$ cat src/rtl/fan_setup_pkg.sv
// Purpose: shared constants and types for the fan setup register bank
// Assumes: 25 MHz core clock
// Notes: voltages are counted in 6.25 mV units
package fan_setup_pkg;
    localparam logic [7:0] THRESH_SEL_ADDR = 8'hBE;
    localparam logic [7:0] RAMP_CTRL_ADDR = 8'hBF;
    localparam logic [7:0] BOOST_HYST_ADDR = 8'hC0;
    localparam logic [7:0] THRESH_SEL_RESET = 8'h00;
    localparam logic [7:0] RAMP_CTRL_RESET = 8'h00;
    localparam logic [7:0] BOOST_HYST_RESET = 8'h44;
    localparam int MODE_LSB = 6;
    localparam int REG_HOT_LSB = 0;
    localparam int CPU_HOT_LSB = 4;
    localparam int ZONE1_LSB = 0;
    localparam int ZONE2_LSB = 4;
    localparam int CPU1_THR_BIT = 0;
    localparam int CPU2_THR_BIT = 1;
    localparam int IN8_THR_BIT = 2;
    localparam int IN9_THR_BIT = 3;
    localparam int GPIO_THR_LSB = 4;
    localparam int CLK_HZ = 25_000_000;
    localparam int RAMP_UNIT_MS = 50;
    localparam int RAMP_UNIT_CYCLES = RAMP_UNIT_MS * (CLK_HZ / 1000);
    localparam int TICK_W = 21;
    localparam logic [8:0] VOLT_TOP = 9'h100;
    localparam logic [8:0] VOLT_FLOOR_M00 = 9'h086;
    localparam logic [8:0] VOLT_FLOOR_M01 = 9'h085;
    localparam logic [8:0] VOLT_FLOOR_M11 = 9'h006;
    localparam logic [7:0] DUTY_FULL = 8'hFF;
    localparam logic [7:0] DUTY_OFF = 8'h00;

    typedef enum logic [1:0] {
        CODE_6BIT_COARSE = 2'h0,
        CODE_7BIT_FINE = 2'h1,
        CODE_7BIT_LOW = 2'h2,
        CODE_7BIT_HIGH = 2'h3
    } voltage_code_mode_t;

    typedef struct packed {
        logic [7:0] input_threshold_select;
        logic [7:0] pwm_ramp_delay_control;
        logic [7:0] boost_hysteresis_zones_1_2;
    } regs_t;
endpackage

$ cat src/rtl/pin_sync.sv
// Purpose: three-stage pin synchroniser with agreement filter
// Assumes: input is asynchronous to i_clk
// Notes: output moves only when stages two and three agree
`timescale 1ns/100ps
module pin_sync (
    input wire logic i_clk,
    input wire logic i_nrst,
    input wire logic i_pin,
    output logic o_level
);
    typedef struct packed {
        logic [2:0] stage;
        logic level;
    } sync_state_t;

    sync_state_t cur;
    sync_state_t next_cur;

    always_comb begin
        next_cur = cur;
        next_cur.stage = {cur.stage[1:0], i_pin};
        if (cur.stage[1] == cur.stage[2]) begin
            next_cur.level = cur.stage[2];
        end
    end

    always_ff @(posedge i_clk or negedge i_nrst) begin
        if (!i_nrst) begin
            cur <= '0;
        end else begin
            cur <= next_cur;
        end
    end

    assign o_level = cur.level;
endmodule

$ cat src/rtl/fan_setup_ramp_boost_regs.sv
// Purpose: setup registers for voltage codes, thresholds, hot ramping, boost
// Assumes: register port driven by the serial management core on i_clk
// Notes: duty and voltage outputs are registered
// Behaviour
// - voltage-code mode from control-2 bits 7:6
// - mode 00: six bits, 12.5mV steps
// - mode 01: seven bits, 6.25mV steps
// - mode 10: bits 6:0, bit7 zero
// - mode 11: bits 7:1, bit0 zero
// - bits 0/1 select cpu low thresholds
// - input 8/9 thresholds only in mode 00
// - bits 4-7 select gpio low thresholds
// - regulator delay 3:0, cpu delay 7:4
// - delay n times 50ms; zero jumps full
// - zone hysteresis nibbles, reset 44h
// - boost holds until below hysteresis
`timescale 1ns/100ps
module fan_setup_ramp_boost_regs #(
    parameter int RAMP_UNIT = fan_setup_pkg::RAMP_UNIT_CYCLES,
    parameter logic [7:0] RAMP_STEP = 8'h10
) (
    input wire logic i_clk,
    input wire logic i_nrst,
    input wire logic [7:0] i_reg_addr,
    input wire logic i_reg_wr,
    input wire logic i_reg_rd,
    input wire logic [7:0] i_reg_wdata,
    input wire logic [7:0] i_func_ctrl2,
    input wire logic [7:0] i_cpu1_code,
    input wire logic [7:0] i_cpu2_code,
    input wire logic i_regulator_hot_input,
    input wire logic i_cpu_hot_input,
    input wire logic [7:0] i_zone1_temp,
    input wire logic [7:0] i_zone2_temp,
    input wire logic [7:0] i_zone1_boost_temp,
    input wire logic [7:0] i_zone2_boost_temp,
    output logic [7:0] o_reg_rdata,
    output logic [8:0] o_cpu1_voltage,
    output logic [8:0] o_cpu2_voltage,
    output logic o_cpu1_code_low_threshold,
    output logic o_cpu2_code_low_threshold,
    output logic o_input8_low_threshold,
    output logic o_input9_low_threshold,
    output logic [3:0] o_gpio_low_threshold,
    output logic [7:0] o_regulator_hot_duty,
    output logic [7:0] o_cpu_hot_duty,
    output logic [1:0] o_boost_zone
);
    // refuse settings the tick counter or the stepper cannot serve
    if (RAMP_UNIT < 1 || RAMP_UNIT >= (1 << fan_setup_pkg::TICK_W)) begin : g_bad_unit
        $error("RAMP_UNIT out of range");
    end
    if (RAMP_STEP == 8'h00) begin : g_bad_step
        $error("RAMP_STEP must be nonzero");
    end

    typedef struct packed {
        fan_setup_pkg::regs_t regs;
        logic [7:0] rdata;
        logic [fan_setup_pkg::TICK_W-1:0] tick_cnt;
        logic [1:0][3:0] ramp_cnt;
        logic [1:0][7:0] duty;
        logic [1:0] boost;
        logic [1:0][8:0] volt;
        logic [7:0] thr;
    } top_state_t;

    top_state_t cur;
    top_state_t next_cur;
    logic [1:0] hot;
    logic [1:0][7:0] code_in;
    logic [1:0][7:0] temp_in;
    logic [1:0][7:0] boost_temp_in;

    // code to voltage, highest code gives lowest voltage
    function automatic logic [8:0] code_to_volt(input logic [1:0] mode, input logic [7:0] code);
        logic [8:0] drop;
        logic [8:0] floor_v;
        drop = 9'h000;
        floor_v = fan_setup_pkg::VOLT_FLOOR_M01;
        case (fan_setup_pkg::voltage_code_mode_t'(mode))
            fan_setup_pkg::CODE_6BIT_COARSE: begin
                drop = {2'h0, code[5:0], 1'b0};
                floor_v = fan_setup_pkg::VOLT_FLOOR_M00;
            end
            fan_setup_pkg::CODE_7BIT_FINE: begin
                drop = {2'h0, code[6:0]};
            end
            fan_setup_pkg::CODE_7BIT_LOW: begin
                drop = {2'h0, code[6:0]};
            end
            fan_setup_pkg::CODE_7BIT_HIGH: begin
                drop = {1'b0, code[7:1], 1'b0};
                floor_v = fan_setup_pkg::VOLT_FLOOR_M11;
            end
            default: begin
                drop = 9'h000;
            end
        endcase
        // unused codes past the range saturate at the floor
        if (fan_setup_pkg::VOLT_TOP - drop < floor_v || drop > fan_setup_pkg::VOLT_TOP) begin
            return floor_v;
        end
        return fan_setup_pkg::VOLT_TOP - drop;
    endfunction

    pin_sync u_sync_reg_hot (
        .i_clk(i_clk),
        .i_nrst(i_nrst),
        .i_pin(i_regulator_hot_input),
        .o_level(hot[0])
    );

    pin_sync u_sync_cpu_hot (
        .i_clk(i_clk),
        .i_nrst(i_nrst),
        .i_pin(i_cpu_hot_input),
        .o_level(hot[1])
    );

    assign code_in = {i_cpu2_code, i_cpu1_code};
    assign temp_in = {i_zone2_temp, i_zone1_temp};
    assign boost_temp_in = {i_zone2_boost_temp, i_zone1_boost_temp};

    always_comb begin
        logic [1:0] mode;
        logic [1:0][3:0] delay;
        logic [1:0][3:0] hyst;
        logic tick;
        logic [8:0] up_sum;
        logic [9:0] low_sum;
        mode = 2'h0;
        delay = '0;
        hyst = '0;
        tick = 1'b0;
        up_sum = 9'h000;
        low_sum = 10'h000;
        next_cur = cur;

        if (i_reg_wr) begin
            case (i_reg_addr)
                fan_setup_pkg::THRESH_SEL_ADDR: begin
                    next_cur.regs.input_threshold_select = i_reg_wdata;
                end
                fan_setup_pkg::RAMP_CTRL_ADDR: begin
                    next_cur.regs.pwm_ramp_delay_control = i_reg_wdata;
                end
                fan_setup_pkg::BOOST_HYST_ADDR: begin
                    next_cur.regs.boost_hysteresis_zones_1_2 = i_reg_wdata;
                end
                default: begin
                end
            endcase
        end
        if (i_reg_rd) begin
            case (i_reg_addr)
                fan_setup_pkg::THRESH_SEL_ADDR: begin
                    next_cur.rdata = cur.regs.input_threshold_select;
                end
                fan_setup_pkg::RAMP_CTRL_ADDR: begin
                    next_cur.rdata = cur.regs.pwm_ramp_delay_control;
                end
                fan_setup_pkg::BOOST_HYST_ADDR: begin
                    next_cur.rdata = cur.regs.boost_hysteresis_zones_1_2;
                end
                default: begin
                    next_cur.rdata = 8'h00;
                end
            endcase
        end

        mode = i_func_ctrl2[fan_setup_pkg::MODE_LSB +: 2];
        for (int p = 0; p < 2; p++) begin
            next_cur.volt[p] = code_to_volt(mode, code_in[p]);
        end

        next_cur.thr[0] = cur.regs.input_threshold_select[fan_setup_pkg::CPU1_THR_BIT];
        next_cur.thr[1] = cur.regs.input_threshold_select[fan_setup_pkg::CPU2_THR_BIT];
        next_cur.thr[2] = cur.regs.input_threshold_select[fan_setup_pkg::IN8_THR_BIT]
            && mode == fan_setup_pkg::CODE_6BIT_COARSE;
        next_cur.thr[3] = cur.regs.input_threshold_select[fan_setup_pkg::IN9_THR_BIT]
            && mode == fan_setup_pkg::CODE_6BIT_COARSE;
        next_cur.thr[7:4] = cur.regs.input_threshold_select[fan_setup_pkg::GPIO_THR_LSB +: 4];

        delay[0] = cur.regs.pwm_ramp_delay_control[fan_setup_pkg::REG_HOT_LSB +: 4];
        delay[1] = cur.regs.pwm_ramp_delay_control[fan_setup_pkg::CPU_HOT_LSB +: 4];

        if (cur.tick_cnt == fan_setup_pkg::TICK_W'(RAMP_UNIT - 1)) begin
            tick = 1'b1;
            next_cur.tick_cnt = '0;
        end else begin
            next_cur.tick_cnt = cur.tick_cnt + 1'b1;
        end

        for (int c = 0; c < 2; c++) begin
            if (delay[c] == 4'h0) begin
                next_cur.duty[c] = hot[c] ? fan_setup_pkg::DUTY_FULL : fan_setup_pkg::DUTY_OFF;
                next_cur.ramp_cnt[c] = 4'h0;
            end else if (tick) begin
                if (cur.ramp_cnt[c] + 4'h1 >= delay[c]) begin
                    next_cur.ramp_cnt[c] = 4'h0;
                    if (hot[c]) begin
                        up_sum = {1'b0, cur.duty[c]} + {1'b0, RAMP_STEP};
                        next_cur.duty[c] = up_sum[8] ? fan_setup_pkg::DUTY_FULL : up_sum[7:0];
                    end else if (cur.duty[c] > RAMP_STEP) begin
                        next_cur.duty[c] = cur.duty[c] - RAMP_STEP;
                    end else begin
                        next_cur.duty[c] = fan_setup_pkg::DUTY_OFF;
                    end
                end else begin
                    next_cur.ramp_cnt[c] = cur.ramp_cnt[c] + 4'h1;
                end
            end
        end

        hyst[0] = cur.regs.boost_hysteresis_zones_1_2[fan_setup_pkg::ZONE1_LSB +: 4];
        hyst[1] = cur.regs.boost_hysteresis_zones_1_2[fan_setup_pkg::ZONE2_LSB +: 4];
        for (int z = 0; z < 2; z++) begin
            low_sum = {2'h0, temp_in[z]} + {6'h00, hyst[z]};
            if (temp_in[z] > boost_temp_in[z]) begin
                next_cur.boost[z] = 1'b1;
            end else if (low_sum < {2'h0, boost_temp_in[z]}) begin
                next_cur.boost[z] = 1'b0;
            end
        end
    end

    always_ff @(posedge i_clk or negedge i_nrst) begin
        if (!i_nrst) begin
            cur <= '0;
            cur.regs.input_threshold_select <= fan_setup_pkg::THRESH_SEL_RESET;
            cur.regs.pwm_ramp_delay_control <= fan_setup_pkg::RAMP_CTRL_RESET;
            cur.regs.boost_hysteresis_zones_1_2 <= fan_setup_pkg::BOOST_HYST_RESET;
            cur.volt <= {fan_setup_pkg::VOLT_TOP, fan_setup_pkg::VOLT_TOP};
        end else begin
            cur <= next_cur;
        end
    end

    assign o_reg_rdata = cur.rdata;
    assign o_cpu1_voltage = cur.volt[0];
    assign o_cpu2_voltage = cur.volt[1];
    assign o_cpu1_code_low_threshold = cur.thr[0];
    assign o_cpu2_code_low_threshold = cur.thr[1];
    assign o_input8_low_threshold = cur.thr[2];
    assign o_input9_low_threshold = cur.thr[3];
    assign o_gpio_low_threshold = cur.thr[7:4];
    assign o_regulator_hot_duty = cur.duty[0];
    assign o_cpu_hot_duty = cur.duty[1];
    assign o_boost_zone = cur.boost;
endmodule

$ cat config.mk
export PLATFORM = sky130hd
export DESIGN_NAME = fan_setup_ramp_boost_regs
export DESIGN_NICKNAME = d
export VERILOG_FILES = /design/src/rtl/fan_setup_pkg.sv /design/src/rtl/pin_sync.sv /design/src/rtl/fan_setup_ramp_boost_regs.sv
export SDC_FILE = /design/constraint.sdc
export NUM_CORES = 1
export LEC_CHECK = 0
export ABC_AREA = 1
export ABC_CLOCK_PERIOD_IN_PS = 2810
export BUFFER_PORTS_ARGS = -buffer_cell sky130_fd_sc_hd__buf_2
export CORE_UTILIZATION = 30
export DETAILED_ROUTE_END_ITERATION = 10
export PLACE_DENSITY_LB_ADDON = 0.1
export REMOVE_ABC_BUFFERS = 1
export SLEW_MARGIN = 5
export SYNTH_ARGS = -nofsm -noshare
export SYNTH_HDL_FRONTEND = slang
export SYNTH_SLANG_ARGS = --single-unit
$ cat constraint.sdc
create_clock -name i_clk -period 2.81 [get_ports i_clk]
set_input_delay 0.4215 -clock i_clk [delete_from_list [all_inputs] [get_ports i_clk]]
set_output_delay 0.4215 -clock i_clk [all_outputs]
set_load 0.05 [all_outputs]
==> flow_summary.ini, run 1 <==
[grt]
track_usage = 0.144
grt_max_degree = 59
grt_pass1_wl_um = 29700
grt_pass1_vias = 6043
antenna_found_initial = 0
grt_overflow = 0

[clocking]
cts_sinks = 107
cts_root_buf = clkbuf_16
cts_buffer_depth = 2
insertion_delay_ps = 350
htreeDepth = 3
cts.clk_slew.worst_paths_ps = 70
cts_tree = yes
cts_made_buffers = 9

[sta]
fmax_mhz = 388
rsz0062_at_grt = false
fin_crit_sh = 0.917
fin_skew_ps = 7.16
hold_viol = 0
hold_ws_ps = 173
slew_violations = 0
slew_headroom = 0.634
fin_crit_ps = 2580
setup_viol_count_final = 0
tightestPinTransition_ps = 549
timing.final.ws_setup_ps = 234

[synth]
synth_seq_cells = 107
yosysMostFrequentCell = nand2_1
synth_common_cells = nand2_1 (195), inv_1 (151), dfrtp_1 (103)
synth_edf_count = 0
synth.avg_cell_area_um2 = 8.08
muxShareOfSynthArea = 0.00905
synth_compound_area_frac = 0.106
synth_area_mm2 = 0.00746
yosysTopAreaCell = dfrtp_1
yosysSeqAreaShare = 0.359
synth_top_family_by_area = simple AND/OR/NAND/NOR gates
yosys.area_share.simple = 0.231
synth_fa_ha_area_frac = 0.117
ys_async_sr_fraction = 1.00
netlist_instances = 924
synth_xor_xnor_area_share = 0.0376
ys_warn_count = 0
synth_top_area_frac = 0.345
ys_top_cells_by_area = dfrtp_1 (35%), ha_1 (11%), nand2_1 (9.8%), inv_1 (7.6%), buf_4 (5.0%)
synth_cell_types = 55
synth-main-ff-cell = dfrtp_1

[setup_path]
cp_slowest_cell = fa_1
cp-end-kind = register
crit_chain = ha_2, inv_1, fa_1, o21ai_1, buf_4, xor2_1, inv_1, ha_1, nand2_1, nor2_1, o21ai_0, o211ai_1, nand3_1, nand2_1, o21ai_1, nand2_1, nand2_1, nand2_1
reg2reg_depth = 18
cp_common_cell = nand2_1
r2r_end = o_boost_zone[1]
startpoint_type = register
cpLargestDelayFamily = adder cells
worstSetupPathType = register to register
cp-startpoint = cur[85]
cp.required_ps = 3050
r2r_slack_ps = 230
cp.depth = 18
max_stage_delay_ps = 390
crit_path_end = o_boost_zone[1]
critPathMaxFanout = 2
cp_num_buf_inv = 3
r2r_start = cur[85]
arrival_ps = 2820

[run_status]
status = finished clean

[job]
max-cap-violations = 0

[finish]
area_growth_pct = 17.4
num-fill-cells = 2612
instances_no_fill = 1377
diodes = 0
fin_nets = 1193
final_area_mm2 = 0.00876
layout-drive-gt1-share = 0.225

[placement]
gp_congestion = 0.840
post-place-ws_ps = -38.5
dp.cells = 1358
numPortBuffers = 123
dp_hpwl_um = 13600
place_area_mm2 = 0.00841

[routing]
antenna_left = 0
drt-wirelength-per-cell_um = 12.6
drc_errors = 0
first_pass_iters = 4
wl_um = 17300
initialDrtViolationCount = 220
via_per_inst = 4.44
num_vias = 6115

[power_and_ir_drop]
power_density_mw_per_mm2 = 466
power_w = 0.00408
ir_drop_v = 0.000238
power.leakage_nw = 4.67

[hold_path]
hold_path_class = primary input to register
worstHoldPathCells = 1

[floorplan]
die_h_um = 160
ios = 130
die-area_mm2 = 0.0255
die_w_um = 160
num_rows = 57
start_util = 0.306
coreArea_mm2 = 0.0244
worst min-delay path by stage:
stage | to | slack [ps] | start
4_1_cts | u_sync_reg_hot.cur[1] | 150 | i_regulator_hot_input
6_report | u_sync_reg_hot.cur[1] | 170 | i_regulator_hot_input
2_1_floorplan | cur[100] | 130 | i_nrst
3_3_place_gp | o_boost_zone[1] | 300 | i_nrst
5_1_grt | u_sync_cpu_hot.cur[1] | 150 | i_cpu_hot_input
3_5_place_dp | cur[86] | 300 | i_nrst
metal layers:
metal  up-vias  GRT usage  wire length (µm)
li1       3218          -                 -
met1      2768      0.192              8350
met2       114      0.237              8020
met3        15     0.0301               711
met4         0     0.0398               201
met5         -          0                 0
registers in the layout (all words and copies together) (netlist names), 4 cells and up:
name,count
o_gpio_low_threshold,4
o_reg_rdata,8
o_regulator_hot_duty,5
o_cpu_hot_duty,5
cur,53
o_cpu2_voltage,9
o_cpu1_voltage,9
cell type report:
class | instances | area, µm² | share of cell area
repair buffers | 171 | 1010 | 0.115
multi-input cells | 601 | 3750 | 0.428
clock buffers | 10 | 229 | 0.0261
flip-flops and latches | 107 | 2680 | 0.306
inverters | 158 | 602 | 0.0687
well taps | 324 | 405 | 0.0463
clock inverters | 6 | 90.1 | 0.0103
cell families (layout without fill, tap and decap cells):
family | count (synthesis) | after routing
buffers and inverters | 216 | 345
adders and majority gates | 69 | 69
xor gates and xnor gates | 32 | 32
and+or+nand+nor | 359 | 359
muxes | 6 | 6
DFF | 107 | 107
AOI/OAI and AO/OA | 135 | 135
what timing repair did:
item / CTS / global route
endpoints found under the setup margin: 0 / 2
buffers inserted: 0 / 2
hold endpoints to repair: 12 / 0
hold buffers: 1 / 0
gates resized for setup: 0 / 6
where the power goes:
part / internal [W] / leakage, nW / switching (W) / total [W]
Combinational: 0.000350 / 3.22 / 0.000667 / 0.00102
Sequential: 0.00164 / 1.29 / 0.0000422 / 0.00168
Clock: 0.000784 / 0.153 / 0.000599 / 0.00138
per-stage QoR:
stage	setup TNS (ps)	util
floorplan	0	-
global placement	-142	0.345
detailed placement	-135	0.345
CTS	0	0.358
global route	0	0.359
finish	0	0.359
placed cells by master (no fill, tap or decap), types with 5 or more instances in the layout:
cell type and n:
a21boi_0 10, a21oi_1 30, buf_2 122, buf_4 46, clkbuf_16 9, dfrtp_1 103
ha_1 63, inv_1 151, inv_2 5, mux2_2 6, nand2_1 195, nand2_2 5
nand3_1 36, nand4_1 28, nor2_1 47, nor3_1 17, o211ai_1 5, o21ai_0 51
o21ai_1 12, o221ai_1 10, xnor2_1 12, xor2_1 20
worst reg2reg max path: cells and delay by family, from the launching register on:
kind,cells,cell delay [ps]
fa+ha+maj,3,860
flops,1,370
compound gates,4,440
buf+inv,3,230
xor+xnor,1,130
simple gates,7,420
No activity file was read; power rests on OpenSTA's default activity.
==> run 2, diff against run 1 <==
- SYNTH_HIERARCHICAL: not set -> 1
==> run 2 against run 1 <==
Global-route usage about the same. Count of clock-buffer cells in the layout increased by 1. Combinational power increased by 51%. Core utilization decreased by 0.12 points. Hold slack got worse by 170 ps. Largest power group unchanged.
==> flow_summary.ini, run 2 <==
[hold_path]
hold_path_class = primary input to asynchronous set/reset pin

[setup_path]
arrival_ps = 2770
cp.required_ps = 3060
critPathMaxFanout = 2
crit_chain = ha_1, inv_1, fa_2, o21ai_2, xor2_1, inv_1, ha_1, nand2_1, nor2_1, o21ai_0, o211ai_1, nand3_1, nand2_1, o21ai_0, nand2_1, nand2_1, nand2_1
startpoint_type = register
cp-end-kind = register
max_stage_delay_ps = 390
cp_common_cell = nand2_1
cpLargestDelayFamily = adder cells
cp_slowest_cell = dfrtp_1
cp_num_buf_inv = 2
worstSetupPathType = register to register

[job]
max-cap-violations = 0

[grt]
grt_pass1_wl_um = 29600
track_usage = 0.145
use_met1 = 0.183
grt_use_met2 = 0.244
busiest_layer = met2
grt_max_degree = 56
grt_pass1_vias = 6147
use_met3 = 0.0287
antenna_found_initial = 0
grt_overflow = 0

[clocking]
cts.clk_slew.worst_paths_ps = 80
cts_root_buf = clkbuf_16
cts_made_buffers = 9
cts_buffer_depth = 2
cts_tree = yes
cts_sinks = 107
cts-hold-fix-buffers = 0
insertion_delay_ps = 360
htreeDepth = 3

[floorplan]
die_h_um = 159
ios = 130
num_rows = 57
start_util = 0.304
die-area_mm2 = 0.0252
die_w_um = 159
coreArea_mm2 = 0.0242

[sta]
fin_skew_ps = 10.5
tightestPinTransition_ps = 609
setup_viol_count_final = 0
fmax_mhz = 395
rsz0062_at_grt = false
slew_headroom = 0.593
fin_crit_sh = 0.900
slew_violations = 0
fin_crit_ps = 2530
fin_tns_setup_ps = 0
hold_viol = 0

[finish]
final_common_cell = nand2_1
area_growth_pct = 17.7
layout-drive-gt1-share = 0.212
regMostFlops = cur
num-fill-cells = 2626
largest_reg_flops = 53
instances_no_fill = 1405
regArea_mm2 = 0.00268
layout_common_cells = nand2_1 (184), inv_1 (164), buf_2 (122)
multiInputGateArea_mm2 = 0.00365
fin_nets = 1220
fin_util = 0.358

[synth]
ys_top_cells_by_area = dfrtp_1 (35%), ha_1 (11%), nand2_1 (9.4%), inv_1 (8.3%), buf_4 (5.0%)
yosysTopAreaCell = dfrtp_1
yosysMostFrequentCell = nand2_1
synth_edf_count = 0
synth_top_area_frac = 0.350
synth_cell_types = 47
synth.avg_cell_area_um2 = 7.78
ys_async_sr_fraction = 1.00
synth_seq_cells = 107
ys_warn_count = 6
synth_area_mm2 = 0.00737
synth_common_cells = nand2_1 (184), inv_1 (164), dfrtp_1 (103)
yosysSeqAreaShare = 0.364
netlist_instances = 948
synth-main-ff-cell = dfrtp_1

[routing]
drt-wirelength-per-cell_um = 12.2
initialDrtViolationCount = 270
first_pass_iters = 5
via_per_inst = 4.40
num_vias = 6186
drc_errors = 0
wl_um = 17200
antenna_left = 0

[placement]
dp.cells = 1386
dp_hpwl_um = 13600
numPortBuffers = 123
gp_congestion = 0.779

[power_and_ir_drop]
power_density_mw_per_mm2 = 533
ir_drop_v = 0.000338
power.leakage_nw = 4.59

[run_status]
status = finished clean
run 2: changes by cell type in the layout (fill, tap and decap cells not counted), moves of 5 or more:
cell	previous run	this run
nand3_1	36	54
o21ai_0	51	69
inv_1	151	164
nand2_1	195	184
nand4_1	28	17
nor2_1	47	57
o221ai_1	10	3
a21oi_1	30	36
mux2_2	6	0
buf_4	46	51
nor2_2	4	9
o21ai_1	12	7
run 2: power by group:
group          internal [W]  switching [W]
clock              0.000698       0.000596
sequential          0.00168       0.000116
combinational      0.000479        0.00106
run 2: layout make-up:
type                       instances  share of cell area
multi-input combinational        613               0.420
sequential                       107               0.309
timing repair buffer             174               0.117
inverter                         170              0.0738
tap                              324              0.0467
clock buffer                      11              0.0268
clock inverter                     5             0.00692
antenna                            1            0.000288
run 2: per-stage QoR:
| stage | power, W | cell area, µm² | setup WS [ps] | hold slack, ps |
|---|---|---|---|---|
| 6_report | 0.00463 | 8680 | 281 | 8.06 |
| 5_1_grt | 0.00496 | 8680 | 6.72 | 28.0 |
| 2_1_floorplan | 0.00287 | 6950 | 263 | 126 |
| 4_1_cts | 0.00472 | 8650 | 11.2 | 13.5 |
| 3_3_place_gp | 0.00338 | 8360 | -37.3 | 334 |
| 3_5_place_dp | 0.00338 | 8360 | -58.5 | 335 |
run 2: cell families (layout without fill, tap and decap cells):
kind of cell	count (synthesis)	after routing	synth area share
buf+inv	228	360	0.144
other cells	0	1	0
xor+xnor	26	26	0.0309
fa+ha+maj	67	67	0.116
flops	107	107	0.364
simple gates	360	360	0.222
compound gates	160	160	0.124
run 2: path summary, 6_finish.rpt:
kind	start	to	slack, ps	cells after the start
worst max-delay path	cur[85]	o_boost_zone[1]	280	17
worst min-delay path	i_nrst	cur[66]	8	1
worst max register to register	cur[85]	o_boost_zone[1]	280	17
worst min register to register	u_sync_cpu_hot/cur[1]	u_sync_cpu_hot/cur[2]	350	0
max in group asynchronous	i_nrst	cur[87]	2060	2
min in group i_clk	i_regulator_hot_input	u_sync_reg_hot/cur[1]	170	1
run 2: worst register-to-register path, delay by kind of cell (launching register included):
family	cells	cell delay, ps
buffers and inverters	2	110
flip-flops	1	390
AO/OA/AOI/OAI	4	500
adder cells (fa/ha/maj)	3	810
AND/OR/NAND/NOR	7	440
XOR/XNOR	1	150
run 2: per-layer routing:
metal,part of all wire,wire (µm)
met5,0,0
met4,0.015,250
met3,0.041,713
met1,0.47,8070
met2,0.47,8150
run 2: repair_timing:
action                                  CTS  global route
buffers inserted                          0             2
resized for setup                         0             8
endpoints found under the setup margin    0             2
hold endpoints to repair                  0             0
==> run 3, diff against run 2 <==
- CELL_PAD_IN_SITES_DETAIL_PLACEMENT: not set -> 2
- CELL_PAD_IN_SITES_GLOBAL_PLACEMENT: not set -> 2
==> run 3 against run 2 <==
Non-clock buffer count up 11. Sequential cell count stayed put. Via count is 6.7% higher.
==> flow_summary.ini, run 3 (same netlist as run 2, synthesis figures left out) <==
[run_status]
status = finished clean

[power_and_ir_drop]
switchingPower_w = 0.00187
clkPwrFrac = 0.269
sw_frac_of_total = 0.401
p_seq_frac = 0.386
power_density_mw_per_mm2 = 532
power.leakage_nw = 4.64
ir_drop_v = 0.000261
p_comb_frac = 0.345
internal_power_w = 0.00279

[floorplan]
die_w_um = 159
coreArea_mm2 = 0.0242
die-area_mm2 = 0.0252
die_h_um = 159
start_util = 0.304
num_rows = 57
ios = 130

[clocking]
cts_sinks = 107
insertion_delay_ps = 360
cts_made_buffers = 9
cts_tree = yes
cts-hold-fix-buffers = 0
htreeDepth = 3
cts_root_buf = clkbuf_16
cts.clk_slew.worst_paths_ps = 70
cts_buffer_depth = 2

[setup_path]
critPathMaxFanout = 3
cp.depth = 17
cp.required_ps = 3050
arrival_ps = 2780
startpoint_type = register
crit_path_end = o_boost_zone[1]
cp_slowest_cell = fa_1
max_stage_delay_ps = 400
reg2reg_depth = 17
cp-startpoint = cur[85]
r2r_start = cur[85]
cp-end-kind = register
r2r_end = o_boost_zone[1]
crit_chain = ha_1, inv_1, fa_1, o21ai_2, xor2_1, inv_1, ha_1, nand2_1, nor2_1, o21ai_0, o211ai_1, nand3_1, nand2_1, o21ai_1, nand2_1, nand2_1, nand2_1
r2r_slack_ps = 270
cp_common_cell = nand2_1
cp_num_buf_inv = 2
worstSetupPathType = register to register
cpLargestDelayFamily = adder cells

[sta]
fin_crit_sh = 0.904
slew_violations = 0
slew_headroom = 0.559
hold_viol = 0
rsz0062_at_grt = false
setup_viol_count_final = 0
fin_skew_ps = 13.4
fin_tns_setup_ps = 0
timing.final.ws_setup_ps = 269
tightestPinTransition_ps = 657
fmax_mhz = 394
fin_crit_ps = 2540

[placement]
dp.cells = 1396
dp_hpwl_um = 16800
post-place-ws_ps = -129
gp_congestion = 0.737
numPortBuffers = 123

[routing]
drc_errors = 0
via_per_inst = 4.66
antenna_left = 0
first_pass_iters = 4
wl_um = 20800
initialDrtViolationCount = 191
drt-wirelength-per-cell_um = 14.7
num_vias = 6598

[finish]
layout_common_cells = nand2_1 (184), inv_1 (164), buf_2 (122)
layout-drive-gt1-share = 0.221
multiInputGateArea_mm2 = 0.00364
final_common_cell = nand2_1
area_growth_pct = 18.8
diodes = 0
num-fill-cells = 2871
instances_no_fill = 1415
regArea_mm2 = 0.00268
fin_nets = 1231
regMostFlops = cur
largest_reg_flops = 53

[grt]
track_usage = 0.172
grt_max_degree = 48
grt_overflow = 0
grt_pass1_vias = 7233
antenna_found_initial = 0
grt_pass1_wl_um = 35400

[job]
max-cap-violations = 0

[hold_path]
hold_path_class = primary input to asynchronous set/reset pin
==> run 3: cell types whose count changed in the layout (fill, tap and decap cells not counted), sizes merged <==
cell,change
inv,+1
diode,-1
clkbuf,-2
buf,+11
clkinv,+2
bufinv,-1
==> run 3: area by class of cell <==
type,count,area share
Tap cell,324,0.0463
Clock inverter,7,0.00671
Clock buffer,9,0.0257
Timing Repair Buffer,185,0.126
Multi-Input combinational cell,613,0.416
Inverter,170,0.0731
Sequential cell,107,0.306
==> run 3: power groups by stage <==
| stage | sequential [W] | combinational, W | clock [W] |
|---|---|---|---|
| after floorplan | 0.00227 | 0.000601 | 0 |
| after global placement | 0.00183 | 0.00159 | 0 |
| after detailed placement | 0.00183 | 0.00163 | 0 |
| after CTS | 0.00181 | 0.00164 | 0.00131 |
| after global routing | 0.00182 | 0.00178 | 0.00136 |
| final | 0.00180 | 0.00161 | 0.00126 |
==> run 3: layer usage <==
| metal | up-vias | global-route usage | share of wire |
|---|---|---|---|
| li1 | 3312 | - | - |
| met3 | 13 | 0.0248 | 0.023 |
| met4 | 0 | 0.0410 | 0.012 |
| met1 | 3192 | 0.213 | 0.46 |
| met5 | - | 0 | 0 |
| met2 | 81 | 0.312 | 0.51 |
==> run 3: how the worst min path moves through the flow <==
stage	endpoint	slack (ps)	from	cells after the start
6_report	o_cpu_hot_duty[7]	20	i_nrst	1
5_1_grt	cur[88]	30	i_nrst	1
4_1_cts	u_sync_cpu_hot/o_level	20	i_nrst	1
3_5_place_dp	u_sync_reg_hot/cur[2]	340	u_sync_reg_hot/cur[1]	0
3_3_place_gp	u_sync_reg_hot/cur[2]	340	u_sync_reg_hot/cur[1]	0
2_1_floorplan	cur[100]	130	i_nrst	0
==> run 3: metrics by stage <==
step / instance area [µm²] / hold WS, ps / utilization / total power [W]
floorplan: 6950 / 126 / - / 0.00287
global placement: 8450 / 335 / 0.348 / 0.00342
detailed placement: 8450 / 338 / 0.348 / 0.00346
CTS: 8730 / 22.5 / 0.360 / 0.00476
global route: 8760 / 30.1 / 0.361 / 0.00497
finish: 8760 / 15.8 / 0.361 / 0.00467
==> run 3: what timing repair did <==
action / CTS / global route
resized for setup: 0 / 7
buffers inserted: 0 / 3
setup endpoints to repair: 0 / 2
